File: src/inc/stack_call_pkg.sv
// Package for the push / relative-call / software-reset executor.
// Assumes a 16-bit instruction word and a 21-bit byte program counter.
package stack_call_pkg;
    localparam int ADDR_WIDTH = 21;
    localparam int INSTR_WIDTH = 16;
    localparam logic [15:0] OPC_PUSH = 16'h0005;
    localparam logic [15:0] OPC_SOFT_RESET = 16'h00ff;
    localparam logic [4:0] OPC_CALL_TOP = 5'h1b;
    localparam logic [ADDR_WIDTH-1:0] ADDR_STEP = 21'h000002;
    localparam logic [ADDR_WIDTH-1:0] ADDR_RESET_VALUE = 21'h000000;
    localparam int CALL_CYCLES = 2;
    localparam int SINGLE_CYCLES = 1;

    // Quarter phases, Gray coded along the cycle
    typedef enum logic [1:0] {
        PH_DECODE = 2'b00,
        PH_READ = 2'b01,
        PH_PROCESS = 2'b11,
        PH_WRITE = 2'b10
    } phase_t;

    typedef struct packed {
        logic push;
        logic [ADDR_WIDTH-1:0] value;
    } stack_push_t;
endpackage : stack_call_pkg

File: src/logic/stack_call_exec.sv
// Executes push, relative call and software reset on the program counter and stack.
// Assumes instr holds for a whole instruction cycle; deeper stack levels live outside.
`timescale 1ns/100ps
`default_nettype none

// Operation
// - The push opcode 0x0005 places program counter plus two on top of the stack.
// - A push moves the old top entry one level deeper, preserving it.
// - Push is one word and completes in one instruction cycle.
// - Relative call is top bits 11011 with an 11-bit two's-complement word offset.
// - Relative call first pushes program counter plus two as the return address.
// - Relative call loads program counter plus two plus twice the offset.
// - Relative call takes two cycles, the second doing nothing.
// - The 0x00ff opcode restores the state a master clear produces.
// - Software reset is single cycle, starting reset in the second phase.
module stack_call_exec
    import stack_call_pkg::*;
(
    input wire logic clock,
    input wire logic nrst,
    input wire logic [INSTR_WIDTH-1:0] instr,
    output logic [ADDR_WIDTH-1:0] program_counter,
    output logic [ADDR_WIDTH-1:0] top_of_stack,
    output logic [ADDR_WIDTH-1:0] stack_below,
    output logic [1:0] phase,
    output logic instr_done,
    output logic idle_cycle,
    output logic master_clear_req
);

    ////////////////////////////////////////////////////////////////
    // Decoder and datapath state
    phase_t phase_reg;
    phase_t phase_next;
    logic [ADDR_WIDTH-1:0] prog_reg;
    logic [ADDR_WIDTH-1:0] prog_next;
    logic [ADDR_WIDTH-1:0] top_reg;
    logic [ADDR_WIDTH-1:0] top_next;
    logic [ADDR_WIDTH-1:0] below_reg;
    logic [ADDR_WIDTH-1:0] below_next;
    logic idle_reg;
    logic idle_next;
    logic done_reg;
    logic done_next;
    logic clr_reg;
    logic clr_next;
    logic is_push;
    logic is_call;
    logic is_reset;
    logic [ADDR_WIDTH-1:0] prog_plus2;
    logic [ADDR_WIDTH-1:0] disp2;
    stack_push_t sp;

    // Opcode matches
    assign is_push = (instr == OPC_PUSH);
    assign is_call = (instr[15:11] == OPC_CALL_TOP);
    assign is_reset = (instr == OPC_SOFT_RESET);

    // Return address and doubled, sign-extended word offset
    assign prog_plus2 = prog_reg + ADDR_STEP;
    assign disp2 = {{(ADDR_WIDTH-12){instr[10]}}, instr[10:0], 1'b0};

    always_comb begin
        phase_next = phase_reg;
        prog_next = prog_reg;
        top_next = top_reg;
        below_next = below_reg;
        idle_next = idle_reg;
        done_next = 1'b0;
        clr_next = 1'b0;
        sp = '{push: 1'b0, value: prog_plus2};
        case (phase_reg)
            PH_DECODE: phase_next = PH_READ;
            PH_READ: begin
                phase_next = PH_PROCESS;
                if (!idle_reg && (is_push || is_call)) begin
                    sp.push = 1'b1;
                end
                if (!idle_reg && is_reset) begin
                    clr_next = 1'b1;
                end
            end
            PH_PROCESS: phase_next = PH_WRITE;
            PH_WRITE: begin
                phase_next = PH_DECODE;
                done_next = 1'b1;
                if (idle_reg) begin
                    idle_next = 1'b0;
                    prog_next = prog_reg;
                end else if (is_call) begin
                    prog_next = prog_plus2 + disp2;
                    idle_next = 1'b1;
                end else begin
                    prog_next = prog_plus2;
                end
            end
            default: phase_next = PH_DECODE;
        endcase
        if (sp.push) begin
            below_next = top_reg;
            top_next = sp.value;
        end
    end

    always_ff @(posedge clock) begin
        if (!nrst || clr_reg) begin
            phase_reg <= PH_DECODE;
            prog_reg <= ADDR_RESET_VALUE;
            top_reg <= ADDR_RESET_VALUE;
            below_reg <= ADDR_RESET_VALUE;
            idle_reg <= 1'b0;
            done_reg <= 1'b0;
            clr_reg <= 1'b0;
        end else begin
            phase_reg <= phase_next;
            prog_reg <= prog_next;
            top_reg <= top_next;
            below_reg <= below_next;
            idle_reg <= idle_next;
            done_reg <= done_next;
            clr_reg <= clr_next;
        end
    end

    // Outputs straight from the registers
    assign program_counter = prog_reg;
    assign top_of_stack = top_reg;
    assign stack_below = below_reg;
    assign phase = phase_reg;
    assign instr_done = done_reg;
    assign idle_cycle = idle_reg;
    assign master_clear_req = clr_reg;

    ////////////////////////////////////////////////////////////////
    // Check helper: instruction cycles already spent on the current instruction
    logic [1:0] span_reg;
    logic [1:0] span_next;

    always_comb begin
        span_next = span_reg;
        if (phase_reg == PH_WRITE) begin
            if (!idle_reg && is_call) begin
                span_next = 2'h1;
            end else begin
                span_next = 2'h0;
            end
        end
    end

    always_ff @(posedge clock) begin
        if (!nrst || clr_reg) begin
            span_reg <= 2'h0;
        end else begin
            span_reg <= span_next;
        end
    end

    // Byte displacement worked out apart from the datapath
    logic [ADDR_WIDTH-1:0] chk_disp;
    assign chk_disp = ADDR_WIDTH'(signed'({instr[10:0], 1'b0}));
endmodule : stack_call_exec
`default_nettype wire

File: config.mk
export PLATFORM = sky130hd
export DESIGN_NAME = stack_call_exec
export DESIGN_NICKNAME = d
export VERILOG_FILES = /design/src/inc/stack_call_pkg.sv /design/src/logic/stack_call_exec.sv
export SDC_FILE = /design/constraint.sdc
export NUM_CORES = 1
export LEC_CHECK = 0
export ABC_AREA = 1
export BUFFER_PORTS_ARGS = -buffer_cell sky130_fd_sc_hd__buf_2
export CAP_MARGIN = 15
export CORE_MARGIN = 2
export CORE_UTILIZATION = 45
export DETAILED_ROUTE_END_ITERATION = 16
export PLACE_DENSITY = 0.71
export SYNTH_ARGS = -nofsm -noshare
export SYNTH_HDL_FRONTEND = slang
export SYNTH_SLANG_ARGS = --single-unit
export TNS_END_PERCENT = 50
File: constraint.sdc
create_clock -name clock -period 4.52 [get_ports clock]
set_clock_uncertainty 0.1 [all_clocks]
set_input_delay 0.904 -clock clock [delete_from_list [all_inputs] [get_ports clock]]
set_output_delay 0.904 -clock clock [all_outputs]
set_load 0.02 [all_outputs]
==> results.cfg, run 1 <==
[critical_path]
crit_arrival_ns = 3.47
startpoint_type = register
rrSetupSlack_ns = 1.23
path_class = register to register
cp.required_ns = 4.70
crit_family = simple AND/OR/NAND/NOR gates
worstSetupEndpointType = register
rr_endpoint = program_counter[16]
r2r-start = program_counter[1]
critical_path.max_fanout = 5
cp_slowest_cell = dfxtp_1
critical_path_buf_inv_count = 1
r2r_cells = 18
path_common_cell = nand2_1
slowest_delay_ns = 0.42
cp_cell_sequence = ha_1 -> nand2_1 -> nor2_2 -> nand2_1 -> nor2_1 -> nand2_1 -> xnor2_1 -> ha_1 -> nand2_1 -> inv_1 -> nand2_1 -> and2_1 -> nand3_1 -> nand2_1 -> nand2_1 -> a21oi_1 -> o21ai_0 -> a21oi_1

[placed_design]
hpwl_um = 8793
numPortBuffers = 82
place_inst = 805
dp_slack_ns = 1.321
place_congestion = 0.9651
dpl_cell_area_um2 = 4667

[timing]
hold_violations = 0
min_period_ns = 3.292
worst_slack_ns = 1.228
fin_crit_sh = 0.7283
setup_viol = 0
max_freq_mhz = 303.8
slew_headroom = 0.5250
setup_tns_ns = 0
tightest_slew_ns = 0.7114
rsz0062_at_grt = no
slew_violations = 0

[pwr]
combPwrFrac = 0.168
ir_drop_mv = 0.1561
seqPwrFrac = 0.457
power_leakage_uw = 0.002393
clkPwrFrac = 0.375
intPower_uw = 940.7
power.switching_uw = 374.7
power_uw = 1315
cellPowerDensity_nw_per_um2 = 270.5
sw_frac_of_total = 0.2849

[clock_tree]
postCtsHoldBufs = 0
clk_latency_ns = 0.35
clockBufferDepth = 2
clk_pin_slew_ns = 0.07
cts_tree = built
cts_buffers = 9
clock_sinks = 65
h-tree-depth = 3
cts_root_buffer = clkbuf_8
post_cts_buffers = 0
cts_resized = 0

[drt]
wl_per_cell_um = 13.67
vias = 4251
drc = 0
via_per_inst = 5.184
drtPass1Iterations = 5
ant_nets = 0
first_iter_violations = 230
drt-total-wl_um = 11210

[global_routing]
grt_pass1_vias = 3782
grt_usage = 0.2258
grt_max_degree = 54
antenna_found_initial = 0
grt_first_pass_wirelength_um = 18020
overflow = 0

[final_layout]
fill_cells = 921
regArea_um2 = 1301
syn_to_final_growth_pct = 16.10
final_cell_mix = nand2_1 (118), nor2_1 (89), buf_2 (82)
final_common_cell = nand2_1
final_cell_area_um2 = 4863
final_cell_count_no_fill = 820
drive_gt1_frac = 0.1904
finalNetCount = 748
n_antenna_cell = 0
multi_input_area_um2 = 2535

[yosys]
avgSynthCellArea_um2 = 6.649
ys_seq_area_frac = 0.3106
synth_area_um2 = 4189
ys_types = 40
synthFlopType = dfxtp_1
synthArstFlopShare = 0
synth-edff-count = 0
ys_warn_count = 0
syn_inst = 630
synth_seq_cells = 65

[floorplanning]
core_area_um2 = 9153
pin_count = 86
rows = 35
fp.dieH_um = 100.5
die_area_um2 = 10100
dieWidth_um = 100.5
initial_utilization = 0.4577

[run]
drv_cap = 0

[worst_hold_path]
hold_depth = 1
min_to = phase[0]
hp-class = register to register
hold_start = phase[1]

[status]
status = finished clean
metrics by stage:
step                utilization  hold WS, ns
floorplan                     -       0.4155
global placement         0.5099       0.3388
detailed placement       0.5099       0.3664
CTS                      0.5314       0.3774
global route             0.5314       0.3909
finish                   0.5314       0.3721
how the worst max path moves through the flow:
stage / start / endpoint / depth (start not counted)
detailed placement: instr[13] / top_of_stack[5] / 10
floorplan: program_counter[2] / program_counter[20] / 19
global placement: program_counter[1] / program_counter[16] / 15
CTS: program_counter[1] / program_counter[16] / 17
finish: program_counter[1] / program_counter[16] / 18
global route: program_counter[1] / program_counter[16] / 18
power by group through the flow:
stage | Combinational [µW] | Clock [µW] | Sequential (µW)
finish | 221 | 493 | 601
global route | 249 | 519 | 603
CTS | 219 | 502 | 601
detailed placement | 218 | 0 | 614
global placement | 217 | 0 | 613
floorplan | 141 | 0 | 626
cells by family (layout without fill, tap and decap cells):
kind of cell             count (synthesis)  after routing  share of synthesized area
AND/OR/NAND/NOR                        284            284                     0.2993
AO/OA/AOI/OAI                          147            147                     0.1852
buffers and inverters                   91            168                    0.08662
flip-flops                              65             65                     0.3106
adder cells (fa/ha/maj)                 25             25                    0.07646
XOR/XNOR                                17             17                    0.04092
other                                    1              3                  0.0008952
cells in the mapped netlist (7+ instances only):
cell | count | share of area
a21oi_1 | 52 | 0.062
buf_2 | 8 | 0.0096
clkbuf_1 | 13 | 0.012
dfxtp_1 | 65 | 0.31
ha_1 | 24 | 0.072
inv_1 | 61 | 0.055
nand2_1 | 118 | 0.11
nand3_1 | 38 | 0.045
nand4_1 | 7 | 0.010
nor2_1 | 90 | 0.081
o21ai_0 | 75 | 0.090
xor2_1 | 9 | 0.019
layout make-up:
class / count / share of cell area
multi-input cells: 476 / 0.5212
flip-flops and latches: 65 / 0.2676
repair buffers: 86 / 0.09056
inverters: 67 / 0.05171
clock buffers: 13 / 0.03267
well taps: 111 / 0.02856
clock inverters: 2 / 0.007718
worst reg2reg max path, delay by kind of cell, from the launching register on:
kind,cells,cell delay [ns]
fa+ha+maj,2,0.64
compound gates,3,0.44
buf+inv,1,0.05
xor+xnor,1,0.32
simple gates,11,1.24
flops,1,0.42
layer usage:
metal	routed length, µm	global-route usage	vias up	part of all wire
li1	-	-	2206	-
met1	5218	0.2952	1901	0.47
met2	5231	0.3722	125	0.47
met3	498	0.03051	19	0.044
met4	264	0.1001	0	0.024
met5	0	0	-	0
Power figures use the tool's default switching activity.
==> inputs of run 2 (changes only) <==
- ABC_AREA: 1 -> 0
- PLACE_DENSITY: 0.71 -> 0.73
- clock period: 4.52 -> 3 ns (I/O delays scaled with it)
==> results.cfg, run 2 <==
[timing]
hold_violations = 0
worst_slack_ns = -0.1843
slew_headroom = 0.6487
fin_crit_sh = 1.061
max_freq_mhz = 314.0
setup_viol = 7
tightest_slew_ns = 0.5213
holdWs_ns = 0.3510
slew_violations = 0
rsz0062_at_grt = yes
min_period_ns = 3.184

[critical_path]
r2r_cells = 14
crit_start = program_counter[6]
rrSetupSlack_ns = -0.18
path_class = register to register
critical_path.max_fanout = 4
setup.worst_path.end = program_counter[17]
r2r-start = program_counter[6]
rr_endpoint = program_counter[17]
startpoint_type = register
crit_arrival_ns = 3.33
worstSetupEndpointType = register
cp.required_ns = 3.15

[drt]
vias = 4774
drt-total-wl_um = 14770
drc = 0
drtPass1Iterations = 5
first_iter_violations = 480
via_per_inst = 5.982
wl_per_cell_um = 18.51
ant_nets = 0

[global_routing]
antenna_found_initial = 0
grt_pass1_vias = 4278
overflow = 0
grt_max_degree = 45
grt_first_pass_wirelength_um = 21310
grt_usage = 0.2708

[pwr]
cellPowerDensity_nw_per_um2 = 338.6
ir_drop_mv = 0.1912
power_leakage_uw = 0.002632

[yosys]
synth_area_um2 = 4065
yosysTopAreaCell = dfxtp_1
ys_types = 64
synthFlopType = dfxtp_1
syn_inst = 515
synthTopCellsByCount = nand2_1 (74), nor2_1 (66), dfxtp_1 (65)
ys_warn_count = 0
synth_seq_cells = 65
ys_seq_area_frac = 0.3201
synth_area_leaders = dfxtp_1 (32%), ha_1 (7.4%), nand2_1 (6.8%)
synth-edff-count = 0
synth.top_cell.area_share = 0.3201
synthArstFlopShare = 0
avgSynthCellArea_um2 = 7.893
yosysMostFrequentCell = nand2_1

[floorplanning]
rows = 34
pin_count = 86
fp.dieH_um = 99.05
core_area_um2 = 8721
initial_utilization = 0.4661
die_area_um2 = 9810
dieWidth_um = 99.05

[final_layout]
finalNetCount = 728
syn_to_final_growth_pct = 45.31
fill_cells = 678
final_cell_count_no_fill = 798
drive_gt1_frac = 0.4188
regArea_um2 = 1329
final_common_cell = buf_4
final_cell_mix = buf_4 (100), buf_2 (82), nand2_1 (71)
n_antenna_cell = 0
multi_input_area_um2 = 3039

[placed_design]
hpwl_um = 9765
numPortBuffers = 82
place_inst = 766
place_congestion = 0.9692
dp_slack_ns = -0.1682

[clock_tree]
postCtsHoldBufs = 0
clk_pin_slew_ns = 0.09
clock_sinks = 65
clockBufferDepth = 2
cts_tree = built
cts_buffers = 9
h-tree-depth = 3
clk_latency_ns = 0.36
cts_root_buffer = clkbuf_8

[status]
status = finished, violations left
failed_checks = negative setup slack

[run]
drv_cap = 0

[worst_hold_path]
hp-class = register to register
[run 2: cell count changes in the layout (fill, tap and decap cells not counted), moves of 6 or more]
cell,before,now
buf_4,4,100
o21ai_0,75,12
inv_1,61,8
nand2_1,118,71
nor2_1,89,63
nand3_1,38,14
nor3_1,2,21
ha_1,24,11
a21oi_1,52,40
dfxtp_1,65,55
ha_4,0,10
a211oi_1,0,6
a21o_1,1,7
dfxtp_4,0,6
[run 2: worst min path at each step]
stage	start	to	slack, ns	cells past startpoint
6_report	stack_below[4]	stack_below[4]	0.35	2
5_1_grt	stack_below[4]	stack_below[4]	0.37	2
4_1_cts	stack_below[4]	stack_below[4]	0.35	2
3_5_place_dp	stack_below[4]	stack_below[4]	0.34	2
3_3_place_gp	stack_below[7]	stack_below[7]	0.34	2
2_1_floorplan	phase[1]	phase[0]	0.42	1
[run 2: metal layers]
layer	track usage	routed length, µm	share of wire
met1	0.3695	5990	0.41
met2	0.4142	6700	0.45
met3	0.06312	1568	0.11
met4	0.1075	514	0.035
met5	0	0	0
[run 2: final cells by class]
class,count,area share
multi-input cells,416,0.5145
flip-flops and latches,65,0.2250
repair buffers,184,0.2004
well taps,108,0.02288
clock buffers,11,0.02224
clock inverters,5,0.009320
inverters,9,0.005719
[run 2: repair_timing]
item                       in CTS  in global routing
pin swaps                      10                 38
buffers inserted                4                 12
gates cloned                    0                  0
setup endpoints to repair       8                  9
resized for setup              18                 59
[run 2: power breakdown]
group / total (µW) / switching (µW) / internal [µW]
clock network: 757 / 374 / 384
registers: 884 / 12.5 / 871
logic: 359 / 209 / 150
[run 2: kinds of logic after synthesis]
| family | share of synthesized area |
|---|---|
| other | 0.0009225 |
| flip-flops | 0.3201 |
| AO/OA/AOI/OAI | 0.2222 |
| buffers and inverters | 0.04432 |
| multiplexers | 0.004925 |
| XOR/XNOR | 0.06033 |
| adder cells (fa/ha/maj) | 0.07879 |
| AND/OR/NAND/NOR | 0.2684 |
[run 2: per-stage QoR]
stage / utilization / total power [µW] / instance area (µm²) / TNS (ns)
5_1_grt: 0.6773 / 2073 / 5907 / -1.443
3_3_place_gp: 0.5954 / 1203 / 5192 / -0.2649
2_1_floorplan: - / 1086 / 4145 / 0
6_report: 0.6773 / 2000 / 5907 / -0.6683
3_5_place_dp: 0.5954 / 1210 / 5192 / -0.5598
4_1_cts: 0.6286 / 1938 / 5482 / -0.06843
[run 2: worst max-delay path, cell delays in order (launching register included)]
cell,delay (ns)
dfxtp_4,0.35
and4_4,0.26
nand4_1,0.25
nor2_2,0.28
xor2_2,0.23
buf_4,0.17
ha_4,0.20
buf_4,0.14
nand2_4,0.06
nor2_2,0.05
o31ai_2,0.32
a31oi_1,0.16
xnor2_1,0.16
a221oi_2,0.27
nor2_1,0.06
==> inputs of run 3 (changes only) <==
- CELL_PAD_IN_SITES_DETAIL_PLACEMENT: not set -> 1
- CELL_PAD_IN_SITES_GLOBAL_PLACEMENT: not set -> 2
- CORE_UTILIZATION: 45 -> 28
- PLACE_DENSITY: 0.73 -> 0.78
==> results.cfg, run 3 (same netlist as run 2, synthesis figures left out) <==
[clock_tree]
cts_tree = built
cts_root_buffer = clkbuf_16
clockBufferDepth = 2
h-tree-depth = 3
clk_latency_ns = 0.33
clk_pin_slew_ns = 0.06
clock_sinks = 65
cts_buffers = 9

[critical_path]
critical_path.max_fanout = 6
crit_start = program_counter[3]
setup.worst_path.end = program_counter[20]
rrSetupSlack_ns = -0.14
cp.required_ns = 3.15
startpoint_type = register
rr_endpoint = program_counter[20]
crit_arrival_ns = 3.29
path_class = register to register
r2r_cells = 12
worstSetupEndpointType = register
r2r-start = program_counter[3]

[floorplanning]
core_area_um2 = 14370
fp.dieH_um = 124.5
pin_count = 86
dieWidth_um = 124.5
initial_utilization = 0.2829
rows = 44
die_area_um2 = 15500

[timing]
worst_slack_ns = -0.1394
min_period_ns = 3.139
fin_crit_sh = 1.046
slew_headroom = 0.5622
slew_violations = 0
setup_viol = 9
max_freq_mhz = 318.5
hold_violations = 0
holdWs_ns = 0.3510
tightest_slew_ns = 0.6566
rsz0062_at_grt = yes

[final_layout]
finalNetCount = 738
drive_gt1_frac = 0.4100
syn_to_final_growth_pct = 49.95
final_cell_mix = buf_4 (109), buf_2 (82), nand2_1 (72)
multi_input_area_um2 = 2927
n_antenna_cell = 0
fill_cells = 1725
final_common_cell = buf_4
final_core_util = 0.4242
final_cell_area_um2 = 6096
regArea_um2 = 1329

[pwr]
seqPwrFrac = 0.381
intPower_uw = 1696
cellPowerDensity_nw_per_um2 = 380.6
combPwrFrac = 0.159
clkPwrFrac = 0.460
power_leakage_uw = 0.002739
ir_drop_mv = 0.2569
sw_frac_of_total = 0.2689
power.switching_uw = 623.9

[drt]
first_iter_violations = 305
via_per_inst = 5.213
ant_nets = 0
vias = 4608
drc = 0
wl_per_cell_um = 18.36
drtPass1Iterations = 4
drt-total-wl_um = 16230

[placed_design]
hpwl_um = 11980
dp_slack_ns = -0.2574
dpl_cell_area_um2 = 5368
place_congestion = 0.9322
numPortBuffers = 82

[global_routing]
antenna_found_initial = 0
overflow = 0
grt_usage = 0.2041
grt_pass1_vias = 4716
grt_first_pass_wirelength_um = 25690
grt_max_degree = 44

[status]
status = finished, violations left
failed_checks = negative setup slack

[worst_hold_path]
hp-class = register to register

[run]
drv_cap = 0
-- run 3: layout make-up --
type / count / area share
clock buffers: 10 / 0.03920
clock inverters: 6 / 0.01088
repair buffers: 194 / 0.2085
flip-flops and latches: 65 / 0.2180
well taps: 184 / 0.03777
multi-input cells: 416 / 0.4801
inverters: 9 / 0.005542
-- run 3: critical path, cell delays in order (launching register included) --
cell and delay (ns):
dfxtp_4 0.34, and4_4 0.24, and4_4 0.29, and2_4 0.18, xor2_2 0.23, ha_1 0.33
o21ai_1 0.21, o21ba_2 0.18, or4b_1 0.44, o21ai_1 0.10, a21oi_1 0.07, xor2_1 0.19
a21oi_1 0.15
-- run 3: power groups by stage --
stage	clock network [µW]	logic [µW]	registers, µW
6_report	1070	369	884
5_1_grt	1120	400	886
4_1_cts	1080	353	884
3_5_place_dp	0	329	903
3_3_place_gp	0	319	902
2_1_floorplan	0	168	919
-- run 3: through the flow --
step / instances / setup TNS (ns) / power, µW
2_1_floorplan: 517 / 0 / 1086
3_3_place_gp: 851 / -0.4483 / 1222
3_5_place_dp: 851 / -1.161 / 1232
4_1_cts: 880 / -0.1216 / 2322
5_1_grt: 884 / -1.933 / 2406
6_report: 884 / -0.6029 / 2320
-- run 3: worst min-delay path by stage --
stage	start	end	slack (ns)	depth (start not counted)
5_1_grt	stack_below[15]	stack_below[15]	0.37	2
6_report	stack_below[15]	stack_below[15]	0.35	2
4_1_cts	stack_below[12]	stack_below[12]	0.36	2
3_3_place_gp	stack_below[18]	stack_below[18]	0.34	2
3_5_place_dp	stack_below[12]	stack_below[12]	0.35	2
2_1_floorplan	phase[1]	phase[0]	0.42	1
-- run 3: what timing repair did --
action                                 CTS  global route
endpoints found under the hold margin    0             0
gates cloned                             0             0
setup endpoints to repair                9            10
resized for setup                       38            19
hold buffers                             0             0
pin swaps                               29            18
setup buffers                           13             4
-- run 3: routing by layer --
layer | routed length (µm) | global-route usage | vias to the layer above
li1 | - | - | 2203
met1 | 7604 | 0.2776 | 2233
met2 | 7520 | 0.3266 | 141
met3 | 678 | 0.03179 | 31
met4 | 425 | 0.07601 | 0
met5 | 0 | 0 | -
